==> src/shared/gdc_pkg.sv <==
package gdc_pkg;

    // Clock and timing.
    localparam int unsigned CLK_HZ      = 10_000_000;
    localparam int unsigned SCAN_US     = 100;
    localparam int unsigned SCAN_CYC    = SCAN_US * (CLK_HZ / 1_000_000);
    localparam int unsigned HOLD_MS     = 1;
    localparam int unsigned HOLD_CYC    = HOLD_MS * (CLK_HZ / 1_000);

    // Bus geometry and register map.
    localparam int          ADDR_W      = 8;
    localparam logic [7:0]  ADDR_CTRL   = 8'h00;
    localparam logic [7:0]  ADDR_STATUS = 8'h04;
    localparam logic [7:0]  ADDR_COUNT  = 8'h08;
    localparam logic [7:0]  ADDR_SETUP  = 8'h0C;
    localparam logic [7:0]  ADDR_HOLD   = 8'h10;
    localparam logic [7:0]  ADDR_EXTD   = 8'h14;
    localparam logic [1:0]  RESP_OKAY   = 2'h0;
    localparam logic [1:0]  RESP_SLVERR = 2'h2;
    localparam logic [31:0] ZERO32      = 32'h0000_0000;
    localparam logic [31:0] HOLD_RST    = 32'(HOLD_CYC);

    // Control register fields.
    localparam int          CTRL_FUNC_LSB = 0;
    localparam int          CTRL_TB_LSB   = 4;
    localparam int          CTRL_RUN_BIT  = 8;
    localparam logic [8:0]  CTRL_RST      = 9'h000;

    // Counting chain.
    localparam int          NDEC      = 8;
    localparam int          NDIG      = 9;
    localparam logic [3:0]  BCD_ZERO  = 4'h0;
    localparam logic [3:0]  BCD_ONE   = 4'h1;
    localparam logic [3:0]  BCD_MAX   = 4'h9;
    localparam logic [3:0]  LAST_ADDR = 4'h8;
    localparam logic [15:0] SCAN_LAST = 16'(SCAN_CYC - 1);

    // Function codes.
    localparam logic [3:0]  FN_FREQ_A = 4'h0;
    localparam logic [3:0]  FN_PERIOD = 4'h1;
    localparam logic [3:0]  FN_TI     = 4'h2;
    localparam logic [3:0]  FN_RATIO  = 4'h3;
    localparam logic [3:0]  FN_CHECK  = 4'h4;
    localparam logic [3:0]  FN_FREQ_C = 4'h5;
    localparam logic [3:0]  FN_TOTAL  = 4'h6;

    // Signal sources and gate modes.
    localparam logic [1:0]  SRC_CLK   = 2'h0;
    localparam logic [1:0]  SRC_A     = 2'h1;
    localparam logic [1:0]  SRC_B     = 2'h2;
    localparam logic [1:0]  SRC_C     = 2'h3;
    localparam logic [1:0]  GM_TB     = 2'h0;
    localparam logic [1:0]  GM_SS     = 2'h1;
    localparam logic [1:0]  GM_OPEN   = 2'h2;

    typedef struct packed {
        logic [12:0] spare;
        logic [3:0]  annunc;
        logic [3:0]  dp_pos;
        logic        ext_en;
        logic        need_arm;
        logic [2:0]  tb_exp;
        logic [1:0]  gate_mode;
        logic [1:0]  tb_src;
        logic [1:0]  cnt_src;
    } gdc_setup_t;

    typedef struct packed {
        logic [3:0] addr;
        logic [3:0] data;
        logic       blank;
        logic [6:0] seg;
        logic       dp;
    } gdc_disp_t;

    typedef enum logic [6:0] {
        ST_IDLE  = 7'b000_0001,
        ST_CLEAR = 7'b000_0010,
        ST_ARM   = 7'b000_0100,
        ST_GATE  = 7'b000_1000,
        ST_DRAIN = 7'b001_0000,
        ST_XFER  = 7'b010_0000,
        ST_HOLD  = 7'b100_0000
    } gdc_state_t;

endpackage

==> src/design/gdc_core.sv <==
// Function
// - Only edges of the selected count source (channel or reference clock) inside the open gate are forwarded to counting.
// - Forwarded count pulses last one full clock; no slivers reach the chain.
// - Eight cascaded BCD decades with latches and multiplexed digit output.
// - Eight-decade time base with synchronised gate open and close.
// - Sequencer makes inhibit, reset, gate, transfer, rate and digit address.
// - Count or module digits are decoded onto a nine-digit scanned display.
// - Function selector routes inputs to count chain, time base, or both.
// - Arming pulses go out to and come back from modules; module data accepted.
// - Function and time-base codes index a table giving a 32-bit set-up word.
// - The set-up table holds 4000 bits or more.
// - Extended input latches put the ninth, least digit on bus and display.
// - Without the extended module its strobing stops and digit nine blanks.
// - Time interval: start opens gate, stop closes it, clock is counted.
// - Time base divides in decade steps; its period sets gate length.
// - Transfer latches the count to the bus; counters clear after the cycle.
// - Detected external reference is selected, else the internal oscillator.
//
// The AXI4-Lite register port and the register offsets are this design's own decisions.
`timescale 1ns/100ps
module gdc_core
(
    // Clock and reset.
    input  wire logic                      mclk,
    input  wire logic                      rstn,
    // AXI4-Lite write address and data.
    input  wire logic [gdc_pkg::ADDR_W-1:0] s_awaddr,
    input  wire logic                      s_awvalid,
    output logic                           s_awready,
    input  wire logic [31:0]               s_wdata,
    input  wire logic [3:0]                s_wstrb,
    input  wire logic                      s_wvalid,
    output logic                           s_wready,
    // AXI4-Lite write response.
    output logic      [1:0]                s_bresp,
    output logic                           s_bvalid,
    input  wire logic                      s_bready,
    // AXI4-Lite read.
    input  wire logic [gdc_pkg::ADDR_W-1:0] s_araddr,
    input  wire logic                      s_arvalid,
    output logic                           s_arready,
    output logic      [31:0]               s_rdata,
    output logic      [1:0]                s_rresp,
    output logic                           s_rvalid,
    input  wire logic                      s_rready,
    // Conditioned input pulses and module handshake.
    input  wire logic                      chan_a,
    input  wire logic                      chan_b,
    input  wire logic                      chan_c,
    input  wire logic                      start_in,
    input  wire logic                      stop_in,
    input  wire logic                      arm_in,
    input  wire logic                      ext_ref_present,
    input  wire logic                      ext_strobe,
    input  wire logic [3:0]                ext_digit,
    // Sequencer strobes and module arming.
    output logic                           arm_out,
    output logic                           inhibit_out,
    output logic                           reset_out,
    output logic                           xfer_out,
    output logic                           gate_out,
    output logic                           ref_sel_ext,
    // Scanned display.
    output gdc_pkg::gdc_disp_t             disp
);
    import gdc_pkg::*;

    // Set-up table: 128 entries of 32 bits, 4096 bits in all.
    function automatic gdc_setup_t setup_rom(input logic [3:0] fn, input logic [2:0] tb);
        gdc_setup_t s;
        s = '0;
        s.tb_exp = tb;
        s.dp_pos = {1'b0, tb};
        s.annunc = fn;
        case (fn)
            FN_FREQ_A: begin s.cnt_src = SRC_A;   s.tb_src = SRC_CLK; end
            FN_PERIOD: begin s.cnt_src = SRC_CLK; s.tb_src = SRC_A;   end
            FN_TI:     begin s.cnt_src = SRC_CLK; s.gate_mode = GM_SS; s.need_arm = 1'b1; end
            FN_RATIO:  begin s.cnt_src = SRC_B;   s.tb_src = SRC_A;   end
            FN_FREQ_C: begin s.cnt_src = SRC_C;   s.tb_src = SRC_CLK; s.ext_en = 1'b1; end
            FN_TOTAL:  begin s.cnt_src = SRC_A;   s.gate_mode = GM_OPEN; end
            default:   begin s.cnt_src = SRC_CLK; s.tb_src = SRC_CLK; end
        endcase
        return s;
    endfunction

    function automatic logic [6:0] seg7(input logic [3:0] d);
        logic [6:0] s;
        s = 7'h00;
        case (d)
            4'h0: s = 7'h3F;
            4'h1: s = 7'h06;
            4'h2: s = 7'h5B;
            4'h3: s = 7'h4F;
            4'h4: s = 7'h66;
            4'h5: s = 7'h6D;
            4'h6: s = 7'h7D;
            4'h7: s = 7'h07;
            4'h8: s = 7'h7F;
            4'h9: s = 7'h6F;
            default: s = 7'h00;
        endcase
        return s;
    endfunction

    logic [8:0]        ctrl;
    logic [31:0]       hold_reg;
    gdc_setup_t        setup;
    gdc_state_t        state;
    logic [11:0]       pins_sync;
    logic [11:0]       pins_prev;
    logic              ev_a, ev_b, ev_c, ev_start, ev_stop, ev_arm, ev_estb;
    logic              tb_event, cnt_event, run;
    logic              count_window_flop, gate_sync, count_pulse;
    logic [NDEC*4-1:0] cnt_dig, tb_dig;
    logic [NDEC:0]     cnt_cy, tb_cy;
    logic              tb_done, open_now, close_now, chain_clr;
    logic              overflow, ovf_latch, arm_seen;
    logic [31:0]       count_latch;
    logic [3:0]        ext_latch;
    logic [31:0]       hold_cnt;
    logic [15:0]       scan_cnt;
    logic [3:0]        sel_digit;
    logic [ADDR_W-1:0] aw_addr;
    logic [31:0]       w_data;
    logic [3:0]        w_strb;
    logic              aw_full, w_full;

    assign run   = ctrl[CTRL_RUN_BIT];
    assign setup = setup_rom(ctrl[CTRL_FUNC_LSB +: 4], ctrl[CTRL_TB_LSB +: 3]);

    // Pins pass two flip-flops before any logic reads them.
    gdc_sync #(.W(12)) u_pins (
        .mclk     (mclk),
        .rstn     (rstn),
        .async_in ({ext_digit, ext_strobe, ext_ref_present, arm_in, stop_in, start_in,
                    chan_c, chan_b, chan_a}),
        .sync_out (pins_sync)
    );

    always_ff @(posedge mclk or negedge rstn)
    begin
        if (!rstn)
            pins_prev <= '0;
        else
            pins_prev <= pins_sync;
    end

    assign ev_a     = pins_sync[0] & ~pins_prev[0];
    assign ev_b     = pins_sync[1] & ~pins_prev[1];
    assign ev_c     = pins_sync[2] & ~pins_prev[2];
    assign ev_start = pins_sync[3] & ~pins_prev[3];
    assign ev_stop  = pins_sync[4] & ~pins_prev[4];
    assign ev_arm   = pins_sync[5] & ~pins_prev[5];
    assign ev_estb  = pins_sync[7] & ~pins_prev[7] & setup.ext_en;

    // Function selector: one source to the time base, one to the count chain.
    always_comb
    begin
        case (setup.tb_src)
            SRC_A:   tb_event = ev_a;
            SRC_B:   tb_event = ev_b;
            SRC_C:   tb_event = ev_c;
            default: tb_event = 1'b1;
        endcase
        case (setup.cnt_src)
            SRC_A:   cnt_event = ev_a;
            SRC_B:   cnt_event = ev_b;
            SRC_C:   cnt_event = ev_c;
            default: cnt_event = 1'b1;
        endcase
    end

    // Gate open and close conditions per gate mode.
    always_comb
    begin
        case (setup.gate_mode)
            GM_SS:   begin open_now = ev_start; close_now = ev_stop; end
            GM_OPEN: begin open_now = 1'b1;     close_now = ~run;    end
            default: begin open_now = tb_event; close_now = tb_done; end
        endcase
    end

    assign chain_clr = (state == ST_CLEAR) || (state == ST_HOLD);

    // Time base divider: carry tb_cy[k] marks 10^k events.
    assign tb_cy[0] = tb_event && count_window_flop && (setup.gate_mode == GM_TB);
    assign cnt_cy[0] = count_pulse;
    for (genvar k = 0; k < NDEC; k++)
    begin : g_dec
        gdc_decade u_tb (
            .mclk  (mclk),
            .rstn  (rstn),
            .clr   (chain_clr),
            .inc   (tb_cy[k]),
            .digit (tb_dig[k*4 +: 4]),
            .carry (tb_cy[k+1])
        );
        gdc_decade u_cnt (
            .mclk  (mclk),
            .rstn  (rstn),
            .clr   (chain_clr),
            .inc   (cnt_cy[k]),
            .digit (cnt_dig[k*4 +: 4]),
            .carry (cnt_cy[k+1])
        );
    end

    assign tb_done = (setup.tb_exp == 3'h0) ? tb_cy[0] : tb_cy[setup.tb_exp];

    // Main gate, its resynchronised copy and the full-width count pulse.
    always_ff @(posedge mclk or negedge rstn)
    begin
        if (!rstn)
        begin
            count_window_flop <= 1'b0;
            gate_sync         <= 1'b0;
            count_pulse       <= 1'b0;
        end
        else
        begin
            if (count_window_flop && close_now)
                count_window_flop <= 1'b0;
            else if (state == ST_ARM && (!setup.need_arm || arm_seen) && open_now)
                count_window_flop <= 1'b1;
            gate_sync   <= count_window_flop;
            count_pulse <= gate_sync && cnt_event;
        end
    end

    always_ff @(posedge mclk or negedge rstn)
    begin
        if (!rstn)
            overflow <= 1'b0;
        else if (cnt_cy[NDEC])
            overflow <= 1'b1;
        else if (chain_clr)
            overflow <= 1'b0;
    end

    // Display-cycle sequencer.
    always_ff @(posedge mclk or negedge rstn)
    begin
        if (!rstn)
        begin
            state    <= ST_IDLE;
            hold_cnt <= ZERO32;
            arm_seen <= 1'b0;
        end
        else
        begin
            case (state)
                ST_IDLE:  if (run) state <= ST_CLEAR;
                ST_CLEAR:
                begin
                    arm_seen <= 1'b0;
                    state    <= ST_ARM;
                end
                ST_ARM:
                begin
                    if (ev_arm)
                        arm_seen <= 1'b1;
                    if (count_window_flop)
                        state <= ST_GATE;
                    else if (!run)
                        state <= ST_IDLE;
                end
                ST_GATE:  if (!count_window_flop) state <= ST_DRAIN;
                ST_DRAIN: if (!gate_sync && !count_pulse) state <= ST_XFER;
                ST_XFER:
                begin
                    hold_cnt <= hold_reg;
                    state    <= ST_HOLD;
                end
                ST_HOLD:
                begin
                    if (hold_cnt != ZERO32)
                        hold_cnt <= hold_cnt - 32'h0000_0001;
                    else
                        state <= run ? ST_CLEAR : ST_IDLE;
                end
                default:  state <= ST_IDLE;
            endcase
        end
    end

    // Strobes, transfer latches and reference selection.
    always_ff @(posedge mclk or negedge rstn)
    begin
        if (!rstn)
        begin
            arm_out     <= 1'b0;
            inhibit_out <= 1'b1;
            reset_out   <= 1'b0;
            xfer_out    <= 1'b0;
            gate_out    <= 1'b0;
            ref_sel_ext <= 1'b0;
            count_latch <= ZERO32;
            ovf_latch   <= 1'b0;
            ext_latch   <= BCD_ZERO;
        end
        else
        begin
            arm_out     <= (state == ST_CLEAR) && setup.need_arm;
            inhibit_out <= (state != ST_ARM) && (state != ST_GATE);
            reset_out   <= chain_clr;
            xfer_out    <= (state == ST_XFER);
            gate_out    <= count_window_flop;
            ref_sel_ext <= pins_sync[6];
            if (state == ST_XFER)
            begin
                count_latch <= cnt_dig;
                ovf_latch   <= overflow;
            end
            if (ev_estb)
                ext_latch <= pins_sync[11:8];
        end
    end

    // Digit scan: address 0 is the ninth, least digit from the module.
    always_comb
    begin
        if (disp.addr == BCD_ZERO)
            sel_digit = ext_latch;
        else
            sel_digit = count_latch[(disp.addr - BCD_ONE) * 4 +: 4];
    end

    always_ff @(posedge mclk or negedge rstn)
    begin
        if (!rstn)
        begin
            scan_cnt <= '0;
            disp     <= '0;
        end
        else
        begin
            scan_cnt <= (scan_cnt == SCAN_LAST) ? '0 : scan_cnt + 16'h0001;
            if (scan_cnt == SCAN_LAST)
                disp.addr <= (disp.addr == LAST_ADDR) ? BCD_ZERO : disp.addr + BCD_ONE;
            disp.data  <= sel_digit;
            disp.blank <= (disp.addr == BCD_ZERO) && !setup.ext_en;
            disp.seg   <= ((disp.addr == BCD_ZERO) && !setup.ext_en) ? 7'h00 : seg7(sel_digit);
            disp.dp    <= (disp.addr == setup.dp_pos) && (disp.addr != BCD_ZERO);
        end
    end

    // AXI4-Lite slave: address and data may arrive in either order.
    always_ff @(posedge mclk or negedge rstn)
    begin
        if (!rstn)
        begin
            s_awready <= 1'b1;
            s_wready  <= 1'b1;
            s_bvalid  <= 1'b0;
            s_bresp   <= RESP_OKAY;
            aw_full   <= 1'b0;
            w_full    <= 1'b0;
            aw_addr   <= '0;
            w_data    <= ZERO32;
            w_strb    <= '0;
            ctrl      <= CTRL_RST;
            hold_reg  <= HOLD_RST;
        end
        else
        begin
            if (s_awvalid && s_awready)
            begin
                aw_addr   <= s_awaddr;
                aw_full   <= 1'b1;
                s_awready <= 1'b0;
            end
            if (s_wvalid && s_wready)
            begin
                w_data   <= s_wdata;
                w_strb   <= s_wstrb;
                w_full   <= 1'b1;
                s_wready <= 1'b0;
            end
            if (aw_full && w_full && !s_bvalid)
            begin
                aw_full  <= 1'b0;
                w_full   <= 1'b0;
                s_bvalid <= 1'b1;
                s_bresp  <= RESP_OKAY;
                if (aw_addr == ADDR_CTRL)
                begin
                    if (w_strb[0])
                        ctrl[7:0] <= w_data[7:0];
                    if (w_strb[1])
                        ctrl[8] <= w_data[CTRL_RUN_BIT];
                end
                else if (aw_addr == ADDR_HOLD)
                begin
                    for (int b = 0; b < 4; b++)
                        if (w_strb[b])
                            hold_reg[b*8 +: 8] <= w_data[b*8 +: 8];
                end
                else if (aw_addr != ADDR_STATUS && aw_addr != ADDR_COUNT &&
                         aw_addr != ADDR_SETUP && aw_addr != ADDR_EXTD)
                    s_bresp <= RESP_SLVERR;
            end
            if (s_bvalid && s_bready)
            begin
                s_bvalid  <= 1'b0;
                s_awready <= 1'b1;
                s_wready  <= 1'b1;
            end
        end
    end

    always_ff @(posedge mclk or negedge rstn)
    begin
        if (!rstn)
        begin
            s_arready <= 1'b1;
            s_rvalid  <= 1'b0;
            s_rdata   <= ZERO32;
            s_rresp   <= RESP_OKAY;
        end
        else if (s_arvalid && s_arready)
        begin
            s_arready <= 1'b0;
            s_rvalid  <= 1'b1;
            s_rresp   <= RESP_OKAY;
            if (s_araddr == ADDR_CTRL)
                s_rdata <= {23'h00_0000, ctrl};
            else if (s_araddr == ADDR_STATUS)
                s_rdata <= {21'h00_0000, ovf_latch, ref_sel_ext, count_window_flop, 1'b0, state};
            else if (s_araddr == ADDR_COUNT)
                s_rdata <= count_latch;
            else if (s_araddr == ADDR_SETUP)
                s_rdata <= setup;
            else if (s_araddr == ADDR_HOLD)
                s_rdata <= hold_reg;
            else if (s_araddr == ADDR_EXTD)
                s_rdata <= {27'h000_0000, setup.ext_en, ext_latch};
            else
            begin
                s_rdata <= ZERO32;
                s_rresp <= RESP_SLVERR;
            end
        end
        else if (s_rvalid && s_rready)
        begin
            s_rvalid  <= 1'b0;
            s_arready <= 1'b1;
        end
    end
endmodule

==> src/design/gdc_decade.sv <==
`timescale 1ns/100ps
module gdc_decade
    import gdc_pkg::*;
(
    // Clock and reset.
    input  wire logic       mclk,
    input  wire logic       rstn,
    // Count control.
    input  wire logic       clr,
    input  wire logic       inc,
    // Digit and ripple carry.
    output logic      [3:0] digit,
    output logic            carry
);
    always_ff @(posedge mclk or negedge rstn)
    begin
        if (!rstn)
            digit <= BCD_ZERO;
        else if (clr)
            digit <= BCD_ZERO;
        else if (inc)
            digit <= (digit == BCD_MAX) ? BCD_ZERO : digit + BCD_ONE;
    end

    assign carry = inc && (digit == BCD_MAX);
endmodule

==> src/design/gdc_sync.sv <==
`timescale 1ns/100ps
module gdc_sync #(
    parameter int W = 1
) (
    // Clock and reset.
    input  wire logic         mclk,
    input  wire logic         rstn,
    // Asynchronous levels in, synchronised levels out.
    input  wire logic [W-1:0] async_in,
    output logic      [W-1:0] sync_out
);
    logic [W-1:0] stage1;

    always_ff @(posedge mclk or negedge rstn)
    begin
        if (!rstn)
        begin
            stage1   <= '0;
            sync_out <= '0;
        end
        else
        begin
            stage1   <= async_in;
            sync_out <= stage1;
        end
    end
endmodule

==> config.mk <==
export PLATFORM = sky130hd
export DESIGN_NAME = gdc_core
export DESIGN_NICKNAME = d
export VERILOG_FILES = /design/src/shared/gdc_pkg.sv /design/src/design/gdc_core.sv /design/src/design/gdc_decade.sv /design/src/design/gdc_sync.sv
export SDC_FILE = /design/constraint.sdc
export NUM_CORES = 1
export LEC_CHECK = 0
export BUFFER_PORTS_ARGS = -buffer_cell sky130_fd_sc_hd__buf_2
export CAP_MARGIN = 20
export CORE_MARGIN = 5
export CORE_UTILIZATION = 40
export DETAILED_ROUTE_END_ITERATION = 16
export PLACE_DENSITY = 0.63
export SLEW_MARGIN = 30
export SYNTH_ARGS = -nofsm -noshare
export SYNTH_HDL_FRONTEND = slang
export SYNTH_SLANG_ARGS = --single-unit
==> constraint.sdc <==
create_clock -name mclk -period 9 [get_ports mclk]
set_input_delay 0 -clock mclk [delete_from_list [all_inputs] [get_ports mclk]]
set_output_delay 0 -clock mclk [all_outputs]
set_load 0.05 [all_outputs]
==> results.md, run 1 <==
- Floorplan die width: roughly 210 um
- Share of synthesized area occupied by flip-flops and latches: 0.527
- Area occupied by registers: 8420 um^2
- Total of flip-flops plus latches after synthesis: ~340
- Layout cell share with drive strength beyond 1: 0.196
- Last weighted congestion value of the routability-driven placer: between 0.9 and 1
- Part of the total power dissipated in combinational logic: 0.146
- Setup repair after global routing missed its margin: no
- Path type of the worst min-delay path: in -> async
- Final Hold Viols: 9
- Number of warnings printed during yosys synthesis: 0
- Dominant cells by area after synthesis: dfrtp_1 51%, mux2_2 6.8%, nand2_1 5.2%, ha_1 3.4%, o21ai_0 3.2%
- Clock root buffer master: clkbuf_16
- Number of I/O port buffers: 132
- Final setup TNS: 0 ns
- P per Cell Area: roughly 210 nW/um^2
- Inserted Clock Buffers: 39
- Post-CTS Setup Repair Bufs: 0
- Setup-failing EPs final: 0
- Crit path required time: 9.46 ns
- H-tree depth: 2
- Capturing element type of the critical path: flop
- Worst-Skew Late Latency: roughly 0.55 ns
- Synth area leader: dfrtp_1
- Rel. slew slack: 0.422
- Clock sink total: 336
- Worst IR Drop VDD: approximately 0.14 mV
- Vias per Instance: between 5 and 6
- Worst EP arrival: slightly above 4 ns
- Post-synth ARST share: 1.00
- Global-route usage over all layers: 0.192
- Top cells by count, synth: 326 x dfrtp_1, 221 x nand2_1, 132 x nor2_1
- Status: finished, violations left
- Sequential group share of total power: 0.461
- Number of optimization iterations in the first detailed-route pass: 5
- Instance count of the mapped netlist: 1,571
- Number of placement rows: between 70 and 80
- Initial standard-cell utilization of the core: 0.403
- Overall via count from detail_route: between 10,000 and 15,000
- Footprint of the multi-input gates: between 7000 and 8000 um^2
- Remaining antenna violation count: 0
- Maximum clock frequency: 0.271 GHz
- Post-Syn Area: between 15,000 and 20,000 um^2
- Clock transition at the registers of the reported paths: 0.06 ns
- Wire length of the first global-routing pass: approximately 69,000 um
- Total leakage power: slightly below 9 nW
- Fillers: roughly 3,600
- DRC violations left: 0
- Final net count: ~1,900
- Antenna violations before repair: 0
- Synthesis-to-layout area growth: 19.8%
- Pint: just under 3 mW
- Hold WS: -0.00410 ns
- Max-cap viol count: 0
- Switching share of total power: 0.282
- Clock tree from TritonCTS: built
- Global-route layer with the greatest usage: met2
- Clock network power share: 0.393
- Tmin final: 3.69 ns
- Max Slew Vio Count: 0
- Max Root-Sink Buffers: 3
- Distinct cell type count of the synthesized netlist: 75
- Dominant synthesized flop cell: dfrtp_1
- Core Region: 39,600 um^2
- Setup Slack @ Placement: between 5 and 6 ns
- Final routed wirelength across all metal layers: 43,100 um
- Synth top area share: 0.510
- R2r worst-path depth: 10
- Nature of the critical path startpoint: flop
- EDFF count, synth: 0
- Met3 Use GR: 0.0314
- Mean post-synth cell area: about 10 um^2
- Detailed router's first-iteration violation count: between 1,000 and 1,500
- WL per Instance: roughly 19 um
- Period utilisation layout: 0.409
- Failing checks: negative hold slack
- Fraction of met2 tracks used by global routing: 0.310
- Actual slew at the worst max-slew pin: between 0.8 and 0.9 ns
- Antenna diodes: 0
- Height of the chip: ~210 um
- Placed wire-length estimate: roughly 30,000 um
- Number of global-route vias before repair: between 10,000 and 15,000
- Clock tree skew after final layout: approximately 0.021 ns
- Final worst slack: ~5.3 ns
- GR met1 Demand/Resource: 0.268
- Switching pwr: ~1.1 mW
- IO Pins: between 100 and 150
- Most frequent cell after synthesis: dfrtp_1
- Critical-path maximum fanout: 17
- DIE AREA: 44,100 um^2
- Kind of critical path: reg -> reg
- Sum of overflow across all layers after global routing: 0
- Maximum number of pins on one net before global-route repair: roughly 130
[path summary, 6_finish.rpt]
kind                                   from                  to  slack [ns]
setup / recovery                   disp[13]             disp[7]        5.31
hold / removal                         rstn            s_rvalid      -0.004
setup reg to reg                   disp[13]             disp[7]        5.31
hold reg to reg            u_pins.stage1[7]  u_pins.sync_out[7]        0.35
max in group asynchronous              rstn        hold_cnt[25]        7.64
min in group mclk               s_araddr[2]         s_rdata[10]        0.08
[cells by family after synthesis]
kind of cell | count (synthesis) | synth area share
compound gates | 344 | 0.133
xor+xnor | 23 | 0.0126
fa+ha+maj | 44 | 0.0344
buf+inv | 127 | 0.0317
flops | 336 | 0.527
mux | 127 | 0.0918
other cells | 1 | 0.000235
simple gates | 569 | 0.169
[cells in the final DEF (no fill, tap or decap), types with 40 or more instances in the layout]
master           n
buf_2          131
a21oi_1        102
ha_1            44
dfrtp_1        326
nand2_1        221
mux2_2          97
nand3_1         48
nor3_1          41
clkbuf_16       40
nor2_1         132
dlygate4sd3_1   69
inv_1           45
o21ai_0        103
[timing repair]
item / 4_1_cts / 5_1_grt
endpoints found under the hold margin: 185 / 0
gates resized for setup: 0 / 0
hold buffers: 69 / 0
[worst max-delay path: stages (launching register included)]
cell and delay, ns:
dfrtp_1 0.83, inv_1 0.23, ha_1 0.55, mux4_2 0.37, a221oi_1 0.35, a31oi_1 0.08
a22oi_1 0.41, inv_1 0.16, ha_1 0.24, mux2_2 0.26, o22ai_1 0.12
[area by class of cell]
cell class,instances,area share
repair buffers,216,0.0784
flip-flops and latches,336,0.440
clock buffers,55,0.0584
multi-input cells,1109,0.370
well taps,525,0.0343
inverters,48,0.00954
clock inverters,16,0.00922
[power by group through the flow]
stage | logic (mW) | clock network [mW] | registers (mW)
floorplan | 0.351 | 0 | 1.88
global placement | 0.544 | 0 | 1.88
detailed placement | 0.559 | 0 | 1.89
CTS | 0.590 | 1.63 | 1.86
global route | 0.649 | 1.69 | 1.88
finish | 0.589 | 1.59 | 1.86
[per-stage QoR]
step / power (mW) / instance area, um^2 / hold slack [ns] / util / cells
after floorplan: 2.23 / 16000 / -0.296 / - / 1572
after global placement: 2.43 / 17100 / 0.109 / 0.432 / 2164
after detailed placement: 2.45 / 17100 / 0.110 / 0.432 / 2164
after CTS: 4.08 / 19100 / 0.0330 / 0.482 / 2304
after global routing: 4.22 / 19100 / 0.0347 / 0.483 / 2305
final: 4.04 / 19100 / -0.00410 / 0.483 / 2305
[routing by layer]
layer,routed length [um],up-vias
li1,-,5944
met1,19300,6247
met2,20500,346
met3,2030,74
met4,1230,0
met5,0,-
No activity file was read; power rests on OpenSTA's default activity.
==> inputs of run 2 (changes only) <==
- ABC_AREA: default -> 1
- clock period: 9 -> 3.49 ns (I/O delays scaled with it)
==> run 2 against run 1 <==
The flow now finishes without violations; routed wire length is 2.1% higher; synthesized cell count is 23% higher; synthesized area up 1.2%; first-iteration DRC count grew 5.5%; critical path type unchanged; cell count is 16% higher; global-route usage up 0.41 points; largest power group unchanged; utilization rose by 0.19 points; worst hold slack better by 0.040 ns; highest routed layer is now met5; non-clock buffer count shrank 7; flip-flop and latch count is the same; register-to-register slack worse by 4.5 ns.
==> results.md, run 2 <==
- Maximum clock frequency: 0.376 GHz (was 0.271 GHz)
- Most frequent cell after synthesis: nand2_1 (was dfrtp_1)
- Synthesis-to-layout area growth: 19.4% (was 19.8%)
- Antenna diodes: 0 (unchanged)
- Height of the chip: 211 um (was 210 um)
- Max Slew Vio Count: 0 (unchanged)
- Clock tree from TritonCTS: built (unchanged)
- Inserted Clock Buffers: 37 (was 39)
- Post-layout total power: 11.3 mW (was 4.04 mW)
- Status: completed (was finished, violations left)
- Initial standard-cell utilization of the core: 0.406 (was 0.403)
- Maximum number of pins on one net before global-route repair: 104 (was 126)
- Sum of overflow across all layers after global routing: 0 (unchanged)
- Kind of critical path: reg -> reg (unchanged)
- Share of synthesized area occupied by flip-flops and latches: 0.521 (was 0.527)
- Clock network power share: 0.369 (was 0.393)
- Fillers: 3,840 (was 3,580)
- Sequential group share of total power: 0.435 (was 0.461)
- Post-synth ARST share: 1.00 (unchanged)
- Synth area leader: dfrtp_1 (unchanged)
- Max-cap viol count: 0 (unchanged)
- Capturing element type of the critical path: flop (unchanged)
- Detailed router's first-iteration violation count: 1,190 (was 1,128)
- Distinct cell type count of the synthesized netlist: 58 (was 75)
- Layout cell share with drive strength beyond 1: 0.118 (was 0.196)
- Dominant synthesized flop cell: dfrtp_1 (unchanged)
- Placed wire-length estimate: 31,700 um (was 30,100 um)
- Floorplan die width: 211 um (was 210 um)
- Clock sink total: 336 (unchanged)
- Period utilisation layout: 0.763 (was 0.409)
- Vias per Instance: 5.12 (was 5.47)
- Nature of the critical path startpoint: flop (unchanged)
- Clock root buffer master: clkbuf_16 (unchanged)
- Core Region: 39,800 um^2 (was 39,600 um^2)
- Dominant cells by area after synthesis: dfrtp_1 50%, nand2_1 11%, o21ai_0 6.7%, inv_1 5.3%, nor2_1 4.4% (was dfrtp_1 51%, mux2_2 6.8%, nand2_1 5.2%, ha_1 3.4%, o21ai_0 3.2%)
- Top library cells by usage in the layout, fill and taps aside: 452 x nand2_1, 326 x dfrtp_1, 229 x inv_1 (was 326 x dfrtp_1, 221 x nand2_1, 132 x nor2_1)
- Number of cells upsized or downsized after cts: 0 (unchanged)
- Number of warnings printed during yosys synthesis: 0 (unchanged)
- Post-Syn Area: 16,200 um^2 (was 16,000 um^2)
- Worst IR Drop VDD: 0.351 mV (was 0.136 mV)
- P per Cell Area: 587 nW/um^2 (was 211 nW/um^2)
- Total leakage power: 9.64 nW (was 8.94 nW)
- Number of I/O port buffers: 132 (unchanged)
- Switching share of total power: 0.316 (was 0.282)
- H-tree depth: 2 (unchanged)
- DRC violations left: 0 (unchanged)
- Tmin final: 2.66 ns (was 3.69 ns)
- Setup-failing EPs final: 0 (unchanged)
- Final setup TNS: 0 ns (unchanged)
- Last weighted congestion value of the routability-driven placer: 0.953 (was 0.932)
- Wire length of the first global-routing pass: 71,400 um (was 68,700 um)
- Worst EP arrival: 3.08 ns (was 4.15 ns)
- Synth top area share: 0.505 (was 0.510)
- WL per Instance: 16.4 um (was 18.7 um)
- Worst-Skew Late Latency: 0.54 ns (was 0.55 ns)
- Footprint of the multi-input gates: 6580 um^2 (was 7090 um^2)
- Clock tree skew after final layout: 0.0272 ns (was 0.0215 ns)
- IO Pins: 135 (unchanged)
- Critical-path maximum fanout: 19 (was 17)
- Setup repair after global routing missed its margin: no (unchanged)
- Clock transition at the registers of the reported paths: 0.06 ns (about the same)
- Path type of the worst min-delay path: in -> reg (was in -> async)
- Actual slew at the worst max-slew pin: 0.864 ns (was 0.862 ns)
- Max Root-Sink Buffers: 3 (unchanged)
- Setup Slack @ Placement: 0.865 ns (was 5.42 ns)
- Global-route usage over all layers: 0.197 (was 0.192)
- EDFF count, synth: 0 (unchanged)
- DIE AREA: 44,500 um^2 (was 44,100 um^2)
- Number of optimization iterations in the first detailed-route pass: 6 (was 5)
- Final net count: 2,244 (was 1,865)
- Final worst slack: 0.827 ns (was 5.31 ns)
- Switching pwr: 3.58 mW (was 1.14 mW)
- Part of the total power dissipated in combinational logic: 0.196 (was 0.146)
- Mean post-synth cell area: 8.35 um^2 (was 10.2 um^2)
- Remaining antenna violation count: 0 (unchanged)
- Overall via count from detail_route: 13,700 (was 12,600)
- Final routed wirelength across all metal layers: 44,000 um (was 43,100 um)
- Instance count of the mapped netlist: 1,937 (was 1,571)
- Most common cell after layout, fill and taps aside: nand2_1 (was dfrtp_1)
- Number of placement rows: 73 (unchanged)
- Final Hold Viols: 0 (was 9)
- Area occupied by registers: 8420 um^2 (unchanged)
- Crit path required time: 3.91 ns (was 9.46 ns)
- Finished Core Util: 0.485 (was 0.483)
- Antenna violations before repair: 1 (was 0)
- Rel. slew slack: 0.419 (was 0.422)
- Total of flip-flops plus latches after synthesis: 336 (unchanged)
- Pint: 7.75 mW (was 2.90 mW)
- Top cells by count, synth: 453 x nand2_1, 326 x dfrtp_1, 229 x inv_1 (was 326 x dfrtp_1, 221 x nand2_1, 132 x nor2_1)
- Number of global-route vias before repair: 13,300 (was 12,300)
==> run 2: final cells by class <==
cell class	count	area share
Sequential cell	336	0.436
Clock inverter	18	0.0142
Inverter	240	0.0467
Tap cell	525	0.0340
Clock buffer	47	0.0531
Timing Repair Buffer	209	0.0750
Multi-Input combinational cell	1305	0.341
==> run 2: worst max-delay path, stage by stage (launching register included) <==
cell and delay [ns]:
dfrtp_1 0.38, inv_2 0.23, ha_1 0.36, inv_1 0.27, o21ai_0 0.14, o221ai_1 0.27
nand3_1 0.12, o21a_1 0.18, ha_1 0.32, inv_1 0.07, nor2_1 0.05, nor2_1 0.10
nor2_1 0.05
==> run 2: path summary, 6_finish.rpt <==
| check | endpoint | slack, ns | cells after the start | start |
|---|---|---|---|---|
| setup reg to reg | disp[4] | 0.83 | 12 | disp[13] |
| min in group asynchronous | aw_addr[7] | 0.13 | 2 | rstn |
| max in group asynchronous | s_rdata[5] | 2.40 | 3 | rstn |
| hold reg to reg | u_pins.sync_out[4] | 0.35 | 0 | u_pins.stage1[4] |
| hold / removal | s_rresp[1] | 0.04 | 5 | s_araddr[4] |
| setup / recovery | disp[4] | 0.83 | 12 | disp[13] |
==> run 2: kinds of logic (layout without fill, tap and decap cells) <==
kind of cell    count (synthesis)  after routing  share of synthesized area
xor+xnor                       30             30                     0.0163
simple gates                  827            827                      0.218
other cells                     1              2                   0.000232
flops                         336            336                      0.521
fa+ha+maj                      44             44                     0.0341
compound gates                402            402                      0.138
buf+inv                       297            514                     0.0726
==> run 2: through the flow <==
step,hold WS [ns],cell area [um^2],cells
floorplan,-0.296,16200,1938
global placement,0.106,17400,2550
detailed placement,0.109,17400,2550
CTS,0.00492,19300,2680
global route,0.0460,19300,2680
finish,0.0363,19300,2680
==> run 2: timing repair <==
item	in CTS	in global routing
endpoints found under the hold margin	165	0
endpoints found under the setup margin	0	0
hold buffers	65	0
buffers inserted	0	0
==> run 2: power by group through the flow <==
| stage | Combinational [mW] | Clock (mW) | Sequential, mW |
|---|---|---|---|
| floorplan | 1.29 | 0 | 5.05 |
| global placement | 2.10 | 0 | 4.97 |
| detailed placement | 2.15 | 0 | 4.99 |
| CTS | 2.23 | 4.30 | 4.92 |
| global route | 2.51 | 4.46 | 4.99 |
| finish | 2.22 | 4.19 | 4.93 |
==> run 2: layer usage <==
metal | track usage | vias up | wire, um
li1 | - | 6702 | -
met1 | 0.281 | 6538 | 20200
met2 | 0.307 | 399 | 19600
met3 | 0.0321 | 93 | 2630
met4 | 0.0648 | 2 | 1470
met5 | 0 | - | 13
